### src/pkg/adccal_pkg.sv
// Notes on behaviour
// - Settle-select field sets wait after each engine tune word change but the last; larger is longer.
// - With tune enable set, tuning starts once synth hold is written zero.
// - Tuning engine steps the tune word until the oscillator is centred.
// - Tune complete reads one after tuning ends, or at once if skipped.
// - Run bit one runs calibration; zero holds it in reset; resets to one.
// - Clearing the run bit also resets digital and link clock dividers.
// - Config bit 3 enables background offset, only with background enabled.
// - Config bit 2 enables foreground offset, needs foreground enabled.
// - Config bit 1 enables background calibration, off after reset.
// - Config bit 0: values always reset; one runs foreground, zero skips it.
// - Tune word is seven bits 6:0, set by the engine, readable by software.
package adccal_pkg;

    localparam logic [7:0] ADDR_TUNE_WORD   = 8'h59;
    localparam logic [7:0] ADDR_SYNTH_HOLD  = 8'h5C;
    localparam logic [7:0] ADDR_TUNE_CTRL   = 8'h5D;
    localparam logic [7:0] ADDR_TUNE_STATUS = 8'h5E;
    localparam logic [7:0] ADDR_CAL_RUN     = 8'h61;
    localparam logic [7:0] ADDR_CAL_CONFIG  = 8'h62;

    localparam logic [7:0] RST_TUNE_WORD    = 8'h00;
    localparam logic [7:0] RST_SYNTH_HOLD   = 8'h00;
    localparam logic [7:0] RST_TUNE_CTRL    = 8'h40;
    localparam logic [7:0] RST_CAL_RUN      = 8'h01;
    localparam logic [7:0] RST_CAL_CONFIG   = 8'h01;

    localparam int TUNE_EN_BIT   = 0;
    localparam int STL_LSB       = 4;
    localparam int STL_MSB       = 6;
    localparam int WORD_MSB      = 6;
    localparam int FG_BIT        = 0;
    localparam int BG_BIT        = 1;
    localparam int FG_OS_BIT     = 2;
    localparam int BG_OS_BIT     = 3;

    // Settle wait is BASE cycles shifted left by the select value
    localparam int SETTLE_BASE_NS = 80;
    localparam int CLK_PERIOD_NS  = 5;
    localparam int SETTLE_BASE_CYC =
        (SETTLE_BASE_NS + CLK_PERIOD_NS - 1) / CLK_PERIOD_NS;

    // Length of the foreground calibration run
    localparam int FG_RUN_NS  = 1000;
    localparam int FG_RUN_CYC = (FG_RUN_NS + CLK_PERIOD_NS - 1) / CLK_PERIOD_NS;

    typedef struct packed {
        logic       wr;
        logic [7:0] addr;
        logic [7:0] wdata;
    } adccal_req_t;

    typedef struct packed {
        logic bg_offset;
        logic fg_offset;
        logic background;
        logic foreground;
    } adccal_mode_t;

endpackage : adccal_pkg

### src/adccal_tuner.sv
module adccal_tuner
    import adccal_pkg::*;
(
    input  wire logic       clk,
    input  wire logic       rst_n,
    input  wire logic       hold,
    input  wire logic       enable,
    input  wire logic [2:0] settle_sel,
    input  wire logic       above,
    input  wire logic       sw_wr,
    input  wire logic [6:0] sw_word,
    output logic      [6:0] word,
    output logic            done
);

    typedef enum logic [1:0] {T_IDLE, T_SETTLE, T_STEP, T_DONE} adccal_tst_t;

    adccal_tst_t state_r, state_nxt;
    logic [6:0]  word_r, word_nxt;
    logic [6:0]  bit_r, bit_nxt;
    logic [15:0] cnt_r, cnt_nxt;
    logic        done_r, done_nxt;

    function automatic logic [15:0] settle_len(input logic [2:0] sel);
        settle_len = 16'(SETTLE_BASE_CYC) << sel;
    endfunction : settle_len

    always_comb
    begin
        state_nxt = state_r;
        word_nxt  = word_r;
        bit_nxt   = bit_r;
        cnt_nxt   = cnt_r;
        done_nxt  = done_r;
        if (hold)
        begin
            state_nxt = T_IDLE;
            done_nxt  = 1'b0;
            if (sw_wr)
                word_nxt = sw_word;
        end
        else
        begin
            case (state_r)
                T_IDLE:
                begin
                    if (enable)
                    begin
                        bit_nxt   = 7'h40;
                        word_nxt  = 7'h40;
                        cnt_nxt   = settle_len(settle_sel);
                        done_nxt  = 1'b0;
                        state_nxt = T_SETTLE;
                    end
                    else
                    begin
                        done_nxt  = 1'b1;
                        state_nxt = T_DONE;
                    end
                end
                T_SETTLE:
                begin
                    if (cnt_r <= 16'h0001)
                        state_nxt = T_STEP;
                    else
                        cnt_nxt = cnt_r - 16'h0001;
                end
                T_STEP:
                begin
                    // Binary search on the tune word
                    if (above)
                        word_nxt = (word_r & ~bit_r) | (bit_r >> 1);
                    else
                        word_nxt = word_r | (bit_r >> 1);
                    bit_nxt = bit_r >> 1;
                    cnt_nxt = settle_len(settle_sel);
                    if (bit_r == 7'h01)
                    begin
                        if (above)
                            word_nxt = word_r & ~bit_r;
                        done_nxt  = 1'b1;
                        state_nxt = T_DONE;
                    end
                    else
                        state_nxt = T_SETTLE;
                end
                T_DONE:
                begin
                    if (sw_wr)
                        word_nxt = sw_word;
                end
                default:
                    state_nxt = T_IDLE;
            endcase
        end
    end

    always_ff @(posedge clk)
    begin
        if (!rst_n)
        begin
            state_r <= T_IDLE;
            word_r  <= RST_TUNE_WORD[6:0];
            bit_r   <= 7'h00;
            cnt_r   <= 16'h0000;
            done_r  <= 1'b0;
        end
        else
        begin
            state_r <= state_nxt;
            word_r  <= word_nxt;
            bit_r   <= bit_nxt;
            cnt_r   <= cnt_nxt;
            done_r  <= done_nxt;
        end
    end

    assign word = word_r;
    assign done = done_r;

endmodule : adccal_tuner

### src/adccal_ctrl.sv
module adccal_ctrl
    import adccal_pkg::*;
(
    input  wire logic       MCLK,
    input  wire logic       RST_N,
    input  wire logic       REG_WR,
    input  wire logic       REG_RD,
    input  wire logic [7:0] REG_ADDR,
    input  wire logic [7:0] REG_WDATA,
    output logic      [7:0] REG_RDATA,
    input  wire logic       OSC_ABOVE,
    input  wire logic       FG_CAL_DONE,
    output logic      [6:0] OSC_TUNE_WORD,
    output logic            SYNTH_HOLD,
    output logic            CAL_RUN,
    output logic            DIV_RESET,
    output logic            FG_START,
    output logic      [3:0] CAL_MODE
);

    adccal_req_t  req;
    logic [7:0]   hold_r, hold_nxt;
    logic [7:0]   tctl_r, tctl_nxt;
    logic [7:0]   run_r, run_nxt;
    logic [7:0]   cfg_r, cfg_nxt;
    logic [7:0]   rdata_r, rdata_nxt;
    logic         fgs_r, fgs_nxt;
    logic         runp_r, runp_nxt;
    logic         divr_r, divr_nxt;
    logic [3:0]   mode_r, mode_nxt;
    logic         above_s1_r, above_s2_r;
    logic [6:0]   word;
    logic         done;
    logic         word_wr;
    adccal_mode_t mode;

    function automatic logic hit(input adccal_req_t r, input logic [7:0] a);
        hit = r.wr && (r.addr == a);
    endfunction : hit

    assign req = '{wr: REG_WR, addr: REG_ADDR, wdata: REG_WDATA};
    assign word_wr = hit(req, ADDR_TUNE_WORD);

    ////////////////////////////////////////////////////////////////////////////
    // Oscillator tuning engine

    adccal_tuner u_tuner (
        .clk        (MCLK),
        .rst_n      (RST_N),
        .hold       (hold_r[0]),
        .enable     (tctl_r[TUNE_EN_BIT]),
        .settle_sel (tctl_r[STL_MSB:STL_LSB]),
        .above      (above_s2_r),
        .sw_wr      (word_wr),
        .sw_word    (REG_WDATA[WORD_MSB:0]),
        .word       (word),
        .done       (done)
    );

    ////////////////////////////////////////////////////////////////////////////
    // Registers

    always_comb
    begin
        hold_nxt = hold_r;
        tctl_nxt = tctl_r;
        run_nxt  = run_r;
        cfg_nxt  = cfg_r;
        if (hit(req, ADDR_SYNTH_HOLD))
            hold_nxt = REG_WDATA;
        if (hit(req, ADDR_TUNE_CTRL))
            tctl_nxt = REG_WDATA;
        if (hit(req, ADDR_CAL_RUN))
            run_nxt = REG_WDATA;
        if (hit(req, ADDR_CAL_CONFIG))
            cfg_nxt = REG_WDATA;
    end

    ////////////////////////////////////////////////////////////////////////////
    // Converter calibration control

    always_comb
    begin
        mode.foreground = cfg_r[FG_BIT];
        mode.background = cfg_r[BG_BIT];
        mode.fg_offset  = cfg_r[FG_OS_BIT] & cfg_r[FG_BIT];
        mode.bg_offset  = cfg_r[BG_OS_BIT] & cfg_r[BG_BIT];
        mode_nxt  = mode;
        divr_nxt  = ~run_r[0];
        runp_nxt  = run_r[0];
        // One-cycle foreground start on run rising edge
        fgs_nxt   = run_r[0] & ~runp_r & cfg_r[FG_BIT];
        rdata_nxt = 8'h00;
        if (REG_RD)
        begin
            case (REG_ADDR)
                ADDR_TUNE_WORD:   rdata_nxt = {1'b0, word};
                ADDR_SYNTH_HOLD:  rdata_nxt = hold_r;
                ADDR_TUNE_CTRL:   rdata_nxt = tctl_r;
                ADDR_TUNE_STATUS: rdata_nxt = {7'h00, done};
                ADDR_CAL_RUN:     rdata_nxt = run_r;
                ADDR_CAL_CONFIG:  rdata_nxt = cfg_r;
                default:          rdata_nxt = 8'h00;
            endcase
        end
    end

    always_ff @(posedge MCLK)
    begin
        if (!RST_N)
        begin
            hold_r     <= RST_SYNTH_HOLD;
            tctl_r     <= RST_TUNE_CTRL;
            run_r      <= RST_CAL_RUN;
            cfg_r      <= RST_CAL_CONFIG;
            rdata_r    <= 8'h00;
            fgs_r      <= 1'b0;
            // Low so the default run starts foreground after release
            runp_r     <= 1'b0;
            divr_r     <= 1'b0;
            mode_r     <= 4'h0;
            above_s1_r <= 1'b0;
            above_s2_r <= 1'b0;
        end
        else
        begin
            hold_r     <= hold_nxt;
            tctl_r     <= tctl_nxt;
            run_r      <= run_nxt;
            cfg_r      <= cfg_nxt;
            rdata_r    <= rdata_nxt;
            // Foreground start fires once after reset release when enabled
            fgs_r      <= fgs_nxt;
            runp_r     <= runp_nxt;
            divr_r     <= divr_nxt;
            mode_r     <= mode_nxt;
            above_s1_r <= OSC_ABOVE;
            above_s2_r <= above_s1_r;
        end
    end

    assign REG_RDATA     = rdata_r;
    assign OSC_TUNE_WORD = word;
    assign SYNTH_HOLD    = hold_r[0];
    assign CAL_RUN       = run_r[0];
    assign DIV_RESET     = divr_r;
    assign FG_START      = fgs_r;
    assign CAL_MODE      = mode_r;

endmodule : adccal_ctrl

### config.mk
export PLATFORM = sky130hd
export DESIGN_NAME = adccal_ctrl
export DESIGN_NICKNAME = d
export VERILOG_FILES = /design/src/pkg/adccal_pkg.sv /design/src/adccal_tuner.sv /design/src/adccal_ctrl.sv
export SDC_FILE = /design/constraint.sdc
export NUM_CORES = 1
export LEC_CHECK = 0
export BUFFER_PORTS_ARGS = -buffer_cell sky130_fd_sc_hd__buf_2
export CORE_UTILIZATION = 45
export CTS_CLUSTER_SIZE = 30
export DETAILED_ROUTE_END_ITERATION = 8
export GPL_ROUTABILITY_DRIVEN = 0
export PLACE_DENSITY = 0.68
export SLEW_MARGIN = 40
export SYNTH_ARGS = -nofsm -noshare
export SYNTH_HDL_FRONTEND = slang
export SYNTH_SLANG_ARGS = --single-unit
export TNS_END_PERCENT = 5
### constraint.sdc
create_clock -name MCLK -period 2.1 [get_ports MCLK]
set_input_delay 0 -clock MCLK [delete_from_list [all_inputs] [get_ports MCLK]]
set_output_delay 0 -clock MCLK [all_outputs]
set_load 0.03 [all_outputs]
### Word level (Yosys, flattened, before mapping)

Index checks and enable logic that the tools add are counted.

* register bits after elaboration: 82
* input bits: 22

* add/subtract/negate cells: 1
* $lt $le $gt $ge: 1
* equality and inequality tests: 15
* shift-type cells: 1
* multiplexer cells: 19
* bitwise operators: 12
* reduce and logical (&&, ||, !) cells: 16

Operators by type and width (number)
* 8-bit by 7-bit equality test with 1-bit output (second input constant): 6
* 16-bit case mux with 3 select lines: 1
* 8-bit case mux with 6 select lines: 1
* 7-bit two-way mux: 6
* 16-bit two-way mux: 2
* 7-bit case mux with 3 select lines: 1
* 16-bit by 1-bit less-or-equal comparator with 1-bit output (second input constant): 1
* 5-bit by 3-bit left shift with 16-bit output (first input constant): 1
* 16-bit by 1-bit subtractor with 16-bit output (second input constant): 1
* 7-bit by 6-bit bitwise OR with 7-bit output: 2
* 7-bit case mux with 2 select lines: 1
* 2-bit AND reduction: 4
* 7-bit AND: 1
* 7-bit by 1-bit equality test with 1-bit output (second input constant): 1
* 7-bit NOT: 1
* 2-bit two-way mux: 3
* 2-bit case mux with 3 select lines: 1
* 1-bit logical AND: 5
* 1-bit AND: 4
* 2-bit equality test (second input constant): 2
* 2-bit by 1-bit inequality test with 1-bit output (second input constant): 2
* 2-bit inequality test (second input constant): 2
* 1-bit NOT: 4
* 4-bit AND reduction: 1
* 10 further kinds: 11

### Depth between registers and ports, before layout

Gate-level depths: netlist (run 1).

* depth after elaboration: 8
* depth in mapped cells: 8
* mapped depth without buffers: 7

### Cells and area by module

A second synthesis (run 1) with hierarchy kept.

* cells, all modules: 480
* area, all modules: 4192.8 µm²

Modules (own cells, without submodules)
* adccal_ctrl: times used 1, cells each 223, area an instance 2102.0 µm², sequential area each 980.9 µm²
* adccal_tuner: times used 1, cells each 257, area an instance 2090.8 µm², sequential area each 660.6 µm²

### Worst setup path after synthesis (run 1)

OpenSTA, ideal clock, no wires.

* path kind: reg-to-reg
* start point: reg u_tuner.cnt_r[2]
* end point: reg u_tuner.cnt_r[10]
* arrival: 1859 ps
* required time: 1983 ps
* path slack: 124 ps
* cell stages (with the launch flop): 6
* buffers on the path: 0
* clock period less this slack: 1976 ps
* cell sequence: dfxtp_1 -> or4_4 -> nor4b_4 -> nand3_2 -> and3_2 -> a32o_1

* word-level cells in the longest chain between the ends: 3
* elaborated cells on any way between the ends: 6
* classes of those cells: add/sub (1); order compare (1); eq/ne (1); mux (2); reduce/logical (1)

RTL lines
* start, declared: RTL line adccal_tuner.sv:21 `logic [15:0] cnt_r, cnt_nxt;`
* start signal, assigned: RTL line adccal_tuner.sv:113 `cnt_r <= cnt_nxt;`
* 16-bit by 1-bit subtractor with 16-bit output / 16-bit by 1-bit less-or-equal comparator with 1-bit output (equally long branches): RTL line adccal_tuner.sv:66, adccal_tuner.sv:63
* 16-bit two-way mux / 2-bit inequality test (equally long branches)
* 16-bit case mux with 3 select lines / 4-bit AND reduction (equally long branches)

Parallel ways exist; a longest one is shown, timed or not. The select of a mux whose other input is x is not followed.
A chain may end at the register's enable or synchronous reset.

### Worst setup path after layout (run 1)

* start point: reg u_tuner.cnt_r[7]
* end point: reg u_tuner.cnt_r[15]

The elaborated chain is that of the path after synthesis.

==> impl_metrics.json, run 1 <==
{
  "row_count": 33,
  "die-area_um2": 9070,
  "synth_warnings": 0,
  "final_cell_mix": "82 x dfxtp_1, 65 x nor2_1, 43 x mux2i_1, 43 x buf_2, 30 x nand2_1",
  "async_flop_share_pct": 0,
  "timing.final.crit_share_pct": 98.3,
  "synth_seq_cells": 82,
  "areaGrowthSynthToFinish_pct": 20.2,
  "coreArea_um2": 8300,
  "rsz0062_at_grt": "true",
  "totalWireLength_um": 9880,
  "initial_core_util_pct": 47.2,
  "drc": 0,
  "synth_cells": 443,
  "cts_buffers": 9,
  "ys_top_cells_by_area": "dfxtp_1 42%, mux2i_1 11%, nor2_1 6.3%",
  "grt_usage_pct": 23.3,
  "dieWidth_um": 95.3,
  "place_ws_ns": 0.00752,
  "cp-start-kind": "register",
  "ant_nets": 0,
  "viasPerCell": 5.75,
  "end_kind": "register",
  "synth_largest_area_cell": "dfxtp_1",
  "critical_path_class": "reg2reg",
  "numPortBuffers": 43,
  "io-pin-count": 45,
  "final-max-slew-violation-count": 0,
  "powerDensity_nw_per_um2": 1210,
  "dp_hpwl_um": 7110,
  "fillers": 749,
  "fp.dieH_um": 95.3,
  "max-slew-margin-rel_pct": 59.2,
  "grt_pass1_vias": 3303,
  "clock_sinks": 82,
  "ir_worst_vdd_uv": 699,
  "cp_max_fo": 5,
  "worstSetupEndpoint": "u_tuner.cnt_r[15]$_SDFFE_PN0P_",
  "ff2ff_path_depth": 5,
  "hold_viol": 0,
  "worstHoldPathType": "in2reg",
  "clock_path_buffers": 2,
  "crit_start": "u_tuner.cnt_r[7]$_SDFFE_PN0P_",
  "overflow": 0,
  "cts_tree": "done",
  "ys.flop_type": "dfxtp_1",
  "r2r-end": "u_tuner.cnt_r[15]$_SDFFE_PN0P_",
  "finalClockSkew_ns": 0.00819,
  "synth.top_cell.area_share_pct": 41.9,
  "grt_max_degree": 48,
  "r2r_start": "u_tuner.cnt_r[7]$_SDFFE_PN0P_",
  "fin_nets": 539,
  "worstMarginPinSlew_ns": 0.611,
  "synth_cell_type_count": 57,
  "first_iter_violations": 173,
  "cts-root-buf": "clkbuf_8",
  "netlist_area_um2": 3910,
  "period_minus_slack_ns": 2.06,
  "maxClockFrequency_mhz": 484,
  "grt_pass1_wl_um": 16200,
  "routedWlPerCell_um": 15.9,
  "r2r_slack_ns": 0.04,
  "cp.required_ns": 2.38,
  "antenna_cells": 0,
  "syn-num-nets": 472,
  "hold_path_depth": 3,
  "finalSetupViolations": 0,
  "maxCapViolCount": 0,
  "htreeDepth": 3,
  "mostFrequentLayoutCell": "dfxtp_1",
  "synth-edff-count": 0,
  "outcome": "finished, final reports clean",
  "drtPass1Iterations": 5,
  "drive_gt1_share_pct": 19.6,
  "fin_ws_ns": 0.0355,
  "yosysSeqAreaShare_pct": 41.9,
  "arrival_ns": 2.34,
  "clkTransAtPathRegs_ns": 0.08,
  "vias": 3562,
  "final.setup.tns_ns": 0,
  "syn_avg_cell_area_um2": 8.83,
  "cellLeakagePower_nw": 1.97,
  "clk_latency_ns": 0.36,
  "antenna_found_initial": 0
}
[power breakdown]
group          internal (mW)  total [mW]  switching, mW
registers               1.69        1.84          0.143
logic                   1.07        2.53           1.46
clock network          0.693        1.33          0.641
total                   3.46        5.70           2.24
[per-stage QoR]
step	area, um2	utilization, %	std cells	power (mW)	hold slack (ns)
2_1_floorplan	3910	-	443	3.56	0.125
3_3_place_gp	4340	52.3	592	4.13	0.212
3_5_place_dp	4340	52.3	592	4.18	0.214
4_1_cts	4690	56.5	620	5.62	0.0405
5_1_grt	4700	56.7	620	6.04	0.0658
6_report	4700	56.7	620	5.70	0.0384
[critical path, cell delays in order, from the launching register on]
cell	delay, ns
dfxtp_1	0.35
or4_4	0.57
or4_1	0.47
nor4b_1	0.38
nand4b_1	0.14
o221ai_1	0.08
[worst min-delay path by stage]
stage	startpoint	slack, ns	endpoint
3_5_place_dp	OSC_ABOVE	0.21	above_s1_r$_SDFF_PN0_
3_3_place_gp	OSC_ABOVE	0.21	above_s1_r$_SDFF_PN0_
4_1_cts	RST_N	0.04	u_tuner.cnt_r[14]$_SDFFE_PN0P_
5_1_grt	RST_N	0.07	above_s1_r$_SDFF_PN0_
2_1_floorplan	REG_WDATA[0]	0.13	cfg_r[0]$_SDFFE_PN1P_
6_report	RST_N	0.04	u_tuner.cnt_r[14]$_SDFFE_PN0P_
[cell type report]
type,instances,area (um2),share of cell area (%)
multi-input combinational,327,2150,45.8
sequential,82,1640,34.9
timing repair buffer,78,503,10.7
tap,105,131,2.79
clock buffer,9,124,2.63
clock inverter,7,106,2.26
inverter,12,45.0,0.958
[cells in the mapped netlist, drive strengths merged, types with 8 or more instances]
library cell and instances:
a21oi 22, dfxtp 82, nand3 18, nor2 67, o22ai 8, a22oi 14
mux2i 43, inv 12, a31oi 8, nor2b 9, clkbuf 16, nand2 30
o21ai 11
[what timing repair did]
| action | in CTS | in global routing |
|---|---|---|
| pin swaps | 1 | 0 |
| hold buffers | 10 | 0 |
| buffers inserted | 2 | 0 |
| endpoints found under the setup margin | 1 | 13 |
| resized for setup | 0 | 5 |
| endpoints found under the hold margin | 34 | 0 |
[state kept, by name, summed over array words and instances, names as in the netlist]
register and cells:
u_tuner.state_r 2, REG_RDATA 8, tctl_r 8, u_tuner.bit_r 7, above_s1_r 1, run_r 8
FG_START 1, cfg_r 8, hold_r 8, CAL_MODE 4, runp_r 1, u_tuner.word 7
u_tuner.done 1, u_tuner.cnt_r 16, above_s2_r 1, DIV_RESET 1
[routing by layer]
| metal | GRT usage (%) | vias to the layer above | wire [um] |
|---|---|---|---|
| li1 | - | 1757 | - |
| met1 | 33.3 | 1684 | 4830 |
| met2 | 35.4 | 109 | 4400 |
| met3 | 4.39 | 12 | 527 |
| met4 | 7.20 | 0 | 130 |
| met5 | 0 | - | 0 |
[cell families (layout without fill, tap and decap cells)]
family,Yosys count,in the layout,share of synthesized area (%)
and+or+nand+nor,177,177,23.4
buffers and inverters,34,106,3.48
muxes,43,43,11.0
adders and majority gates,7,7,2.24
AOI/OAI and AO/OA,100,100,17.9
DFF,82,82,41.9
Power figures use the tool's default switching activity.
==> run 2, diff against run 1 <==
--- a/config.mk
+++ b/config.mk
@@ -11,6 +11,7 @@
 export DETAILED_ROUTE_END_ITERATION = 8
 export GPL_ROUTABILITY_DRIVEN = 0
 export PLACE_DENSITY = 0.68
+export RECOVER_POWER = 50
 export SLEW_MARGIN = 40
 export SYNTH_ARGS = -nofsm -noshare
 export SYNTH_HDL_FRONTEND = slang
==> run 2 against run 1 <==
  * Worst setup slack got worse by 0.0052 ns
  * Sequential power is essentially flat
  * Flip-flop and latch count unchanged
  * Count of clock-buffer cells in the layout is the same
  * First-iteration DRC count grew 16%
  * Worst hold slack improved by 0.0027 ns
  * Clock skew about the same
  * Critical path depth unchanged
  * Register-to-register slack about the same
  * Critical endpoint unchanged
==> impl_metrics.json, run 2 (same netlist as run 1, synthesis figures left out) <==
{
  "final_cell_mix": "82 x dfxtp_1, 66 x nor2_1, 43 x mux2i_1",
  "design_area_um2": 4650,
  "hold_path_depth": 3,
  "clk_latency_ns": 0.36,
  "cts-root-buf": "clkbuf_8",
  "mostFrequentLayoutCell": "dfxtp_1",
  "fp.dieH_um": 95.3,
  "fillers": 770,
  "timing.final.crit_share_pct": 98.6,
  "critical_path_class": "reg2reg",
  "worstMarginPinSlew_ns": 0.995,
  "first_iter_violations": 200,
  "die-area_um2": 9070,
  "r2r-end": "u_tuner.cnt_r[15]$_SDFFE_PN0P_",
  "grt_usage_pct": 23.3,
  "hp-start": "RST_N",
  "maxClockFrequency_mhz": 483,
  "antenna_cells": 0,
  "maxCapViolCount": 0,
  "initial_core_util_pct": 47.2,
  "arrival_ns": 2.35,
  "overflow": 0,
  "powerDensity_nw_per_um2": 1220,
  "end_kind": "register",
  "drc": 0,
  "hold_ws_ns": 0.0412,
  "worstHoldPathType": "in2reg",
  "r2r_slack_ns": 0.03,
  "outcome": "finished, final reports clean",
  "power_switching_mw": 2.25,
  "drtPass1Iterations": 5,
  "r2r_start": "u_tuner.cnt_r[7]$_SDFFE_PN0P_",
  "cellLeakagePower_nw": 1.85,
  "row_count": 33,
  "share_comb_of_total_power_pct": 44.3,
  "max-slew-margin-rel_pct": 33.7,
  "viasPerCell": 5.76,
  "p_clk_share_pct": 23.5,
  "ant_nets": 0,
  "routedWlPerCell_um": 15.9,
  "coreArea_um2": 8300,
  "cts_tree": "done",
  "clock_sinks": 82,
  "hold_path_end": "u_tuner.cnt_r[14]$_SDFFE_PN0P_",
  "antenna_found_initial": 0,
  "ir_worst_vdd_uv": 698,
  "p_sw_share_pct": 39.4,
  "htreeDepth": 3,
  "final-max-slew-violation-count": 0,
  "grt_pass1_vias": 3303,
  "fin_nets": 539,
  "vias": 3569,
  "cp_max_fo": 5,
  "grt_pass1_wl_um": 16200,
  "pwr-share-seq_pct": 32.2,
  "largest_register_ffs": 16,
  "p_int_mw": 3.45,
  "io-pin-count": 45,
  "dieWidth_um": 95.3,
  "period_minus_slack_ns": 2.07,
  "hold_viol": 0,
  "areaGrowthSynthToFinish_pct": 18.9,
  "cp-start-kind": "register",
  "clock_path_buffers": 2,
  "finalSetupViolations": 0,
  "rsz0062_at_grt": "true",
  "place_area_um2": 4340,
  "clkTransAtPathRegs_ns": 0.08,
  "top_register": "u_tuner.cnt_r",
  "cts_buffers": 9,
  "ff2ff_path_depth": 5,
  "totalWireLength_um": 9890,
  "grt_max_degree": 48,
  "numPortBuffers": 43,
  "cp.required_ns": 2.38,
  "drive_gt1_share_pct": 13.8,
  "dp_hpwl_um": 7110,
  "finalClockSkew_ns": 0.00785
}
==> run 2: worst max-delay path, cell delays in order, from the launching register on <==
cell	delay, ns
dfxtp_1	0.35
or4_4	0.57
or4_1	0.47
nor4b_1	0.38
nand4b_1	0.14
o221ai_1	0.08
==> run 2: power by group through the flow <==
stage,clock (mW),sequential [mW],combinational [mW]
after floorplan,0,1.87,1.69
after detailed placement,0,1.87,2.31
after global placement,0,1.87,2.26
after CTS,1.35,1.83,2.44
after global routing,1.42,1.86,2.75
final,1.34,1.84,2.52
==> run 2: stage by stage <==
step           worst slack (ns)  setup TNS, ns  instances  total power [mW]  util, %
6_report                 0.0302              0        620              5.70     56.1
5_1_grt                 -0.0401        -0.0401        620              6.03     56.1
4_1_cts                  0.0496              0        620              5.62     56.5
3_5_place_dp            0.00752              0        592              4.18     52.3
3_3_place_gp             0.0969              0        592              4.13     52.3
2_1_floorplan             0.124              0        443              3.56        -
==> run 2: cell type report <==
type	instances	area, um2	area share, %
multi-input cells	327	2150	46.2
repair buffers	78	454	9.76
inverters	12	45.0	0.968
flip-flops and latches	82	1640	35.3
clock inverters	7	106	2.29
well taps	105	131	2.82
clock buffers	9	124	2.66
==> run 2: worst max-delay path by stage <==
stage                                        from                             end  slack [ns]  depth (start not counted)
floorplan           u_tuner.cnt_r[2]$_SDFFE_PN0P_  u_tuner.cnt_r[10]$_SDFFE_PN0P_        0.12                          5
global placement    u_tuner.cnt_r[2]$_SDFFE_PN0P_   u_tuner.cnt_r[9]$_SDFFE_PN0P_         0.1                          5
detailed placement  u_tuner.cnt_r[2]$_SDFFE_PN0P_  u_tuner.cnt_r[11]$_SDFFE_PN0P_       0.008                          5
CTS                 u_tuner.cnt_r[7]$_SDFFE_PN0P_  u_tuner.cnt_r[15]$_SDFFE_PN0P_        0.05                          5
global route        u_tuner.cnt_r[7]$_SDFFE_PN0P_  u_tuner.cnt_r[15]$_SDFFE_PN0P_       -0.04                          5
finish              u_tuner.cnt_r[7]$_SDFFE_PN0P_  u_tuner.cnt_r[15]$_SDFFE_PN0P_        0.03                          5
==> run 2: timing repair <==
| action | 4_1_cts | 5_1_grt |
|---|---|---|
| gates cloned | 0 | 0 |
| setup buffers | 2 | 0 |
| endpoints found under the setup margin | 1 | 13 |
| hold buffers | 10 | 0 |
| pin swaps | 1 | 0 |
| resized for setup | 0 | 5 |
| endpoints found under the hold margin | 34 | 0 |
==> run 2: metal layers <==
metal	GRT usage (%)	vias to the layer above	wire length, um	part of all wire, %
met1	33.3	1686	4860	49
met3	4.39	12	509	5.1
met4	7.20	0	129	1.3
li1	-	1756	-	-
met2	35.4	115	4390	44
met5	0	-	0	0
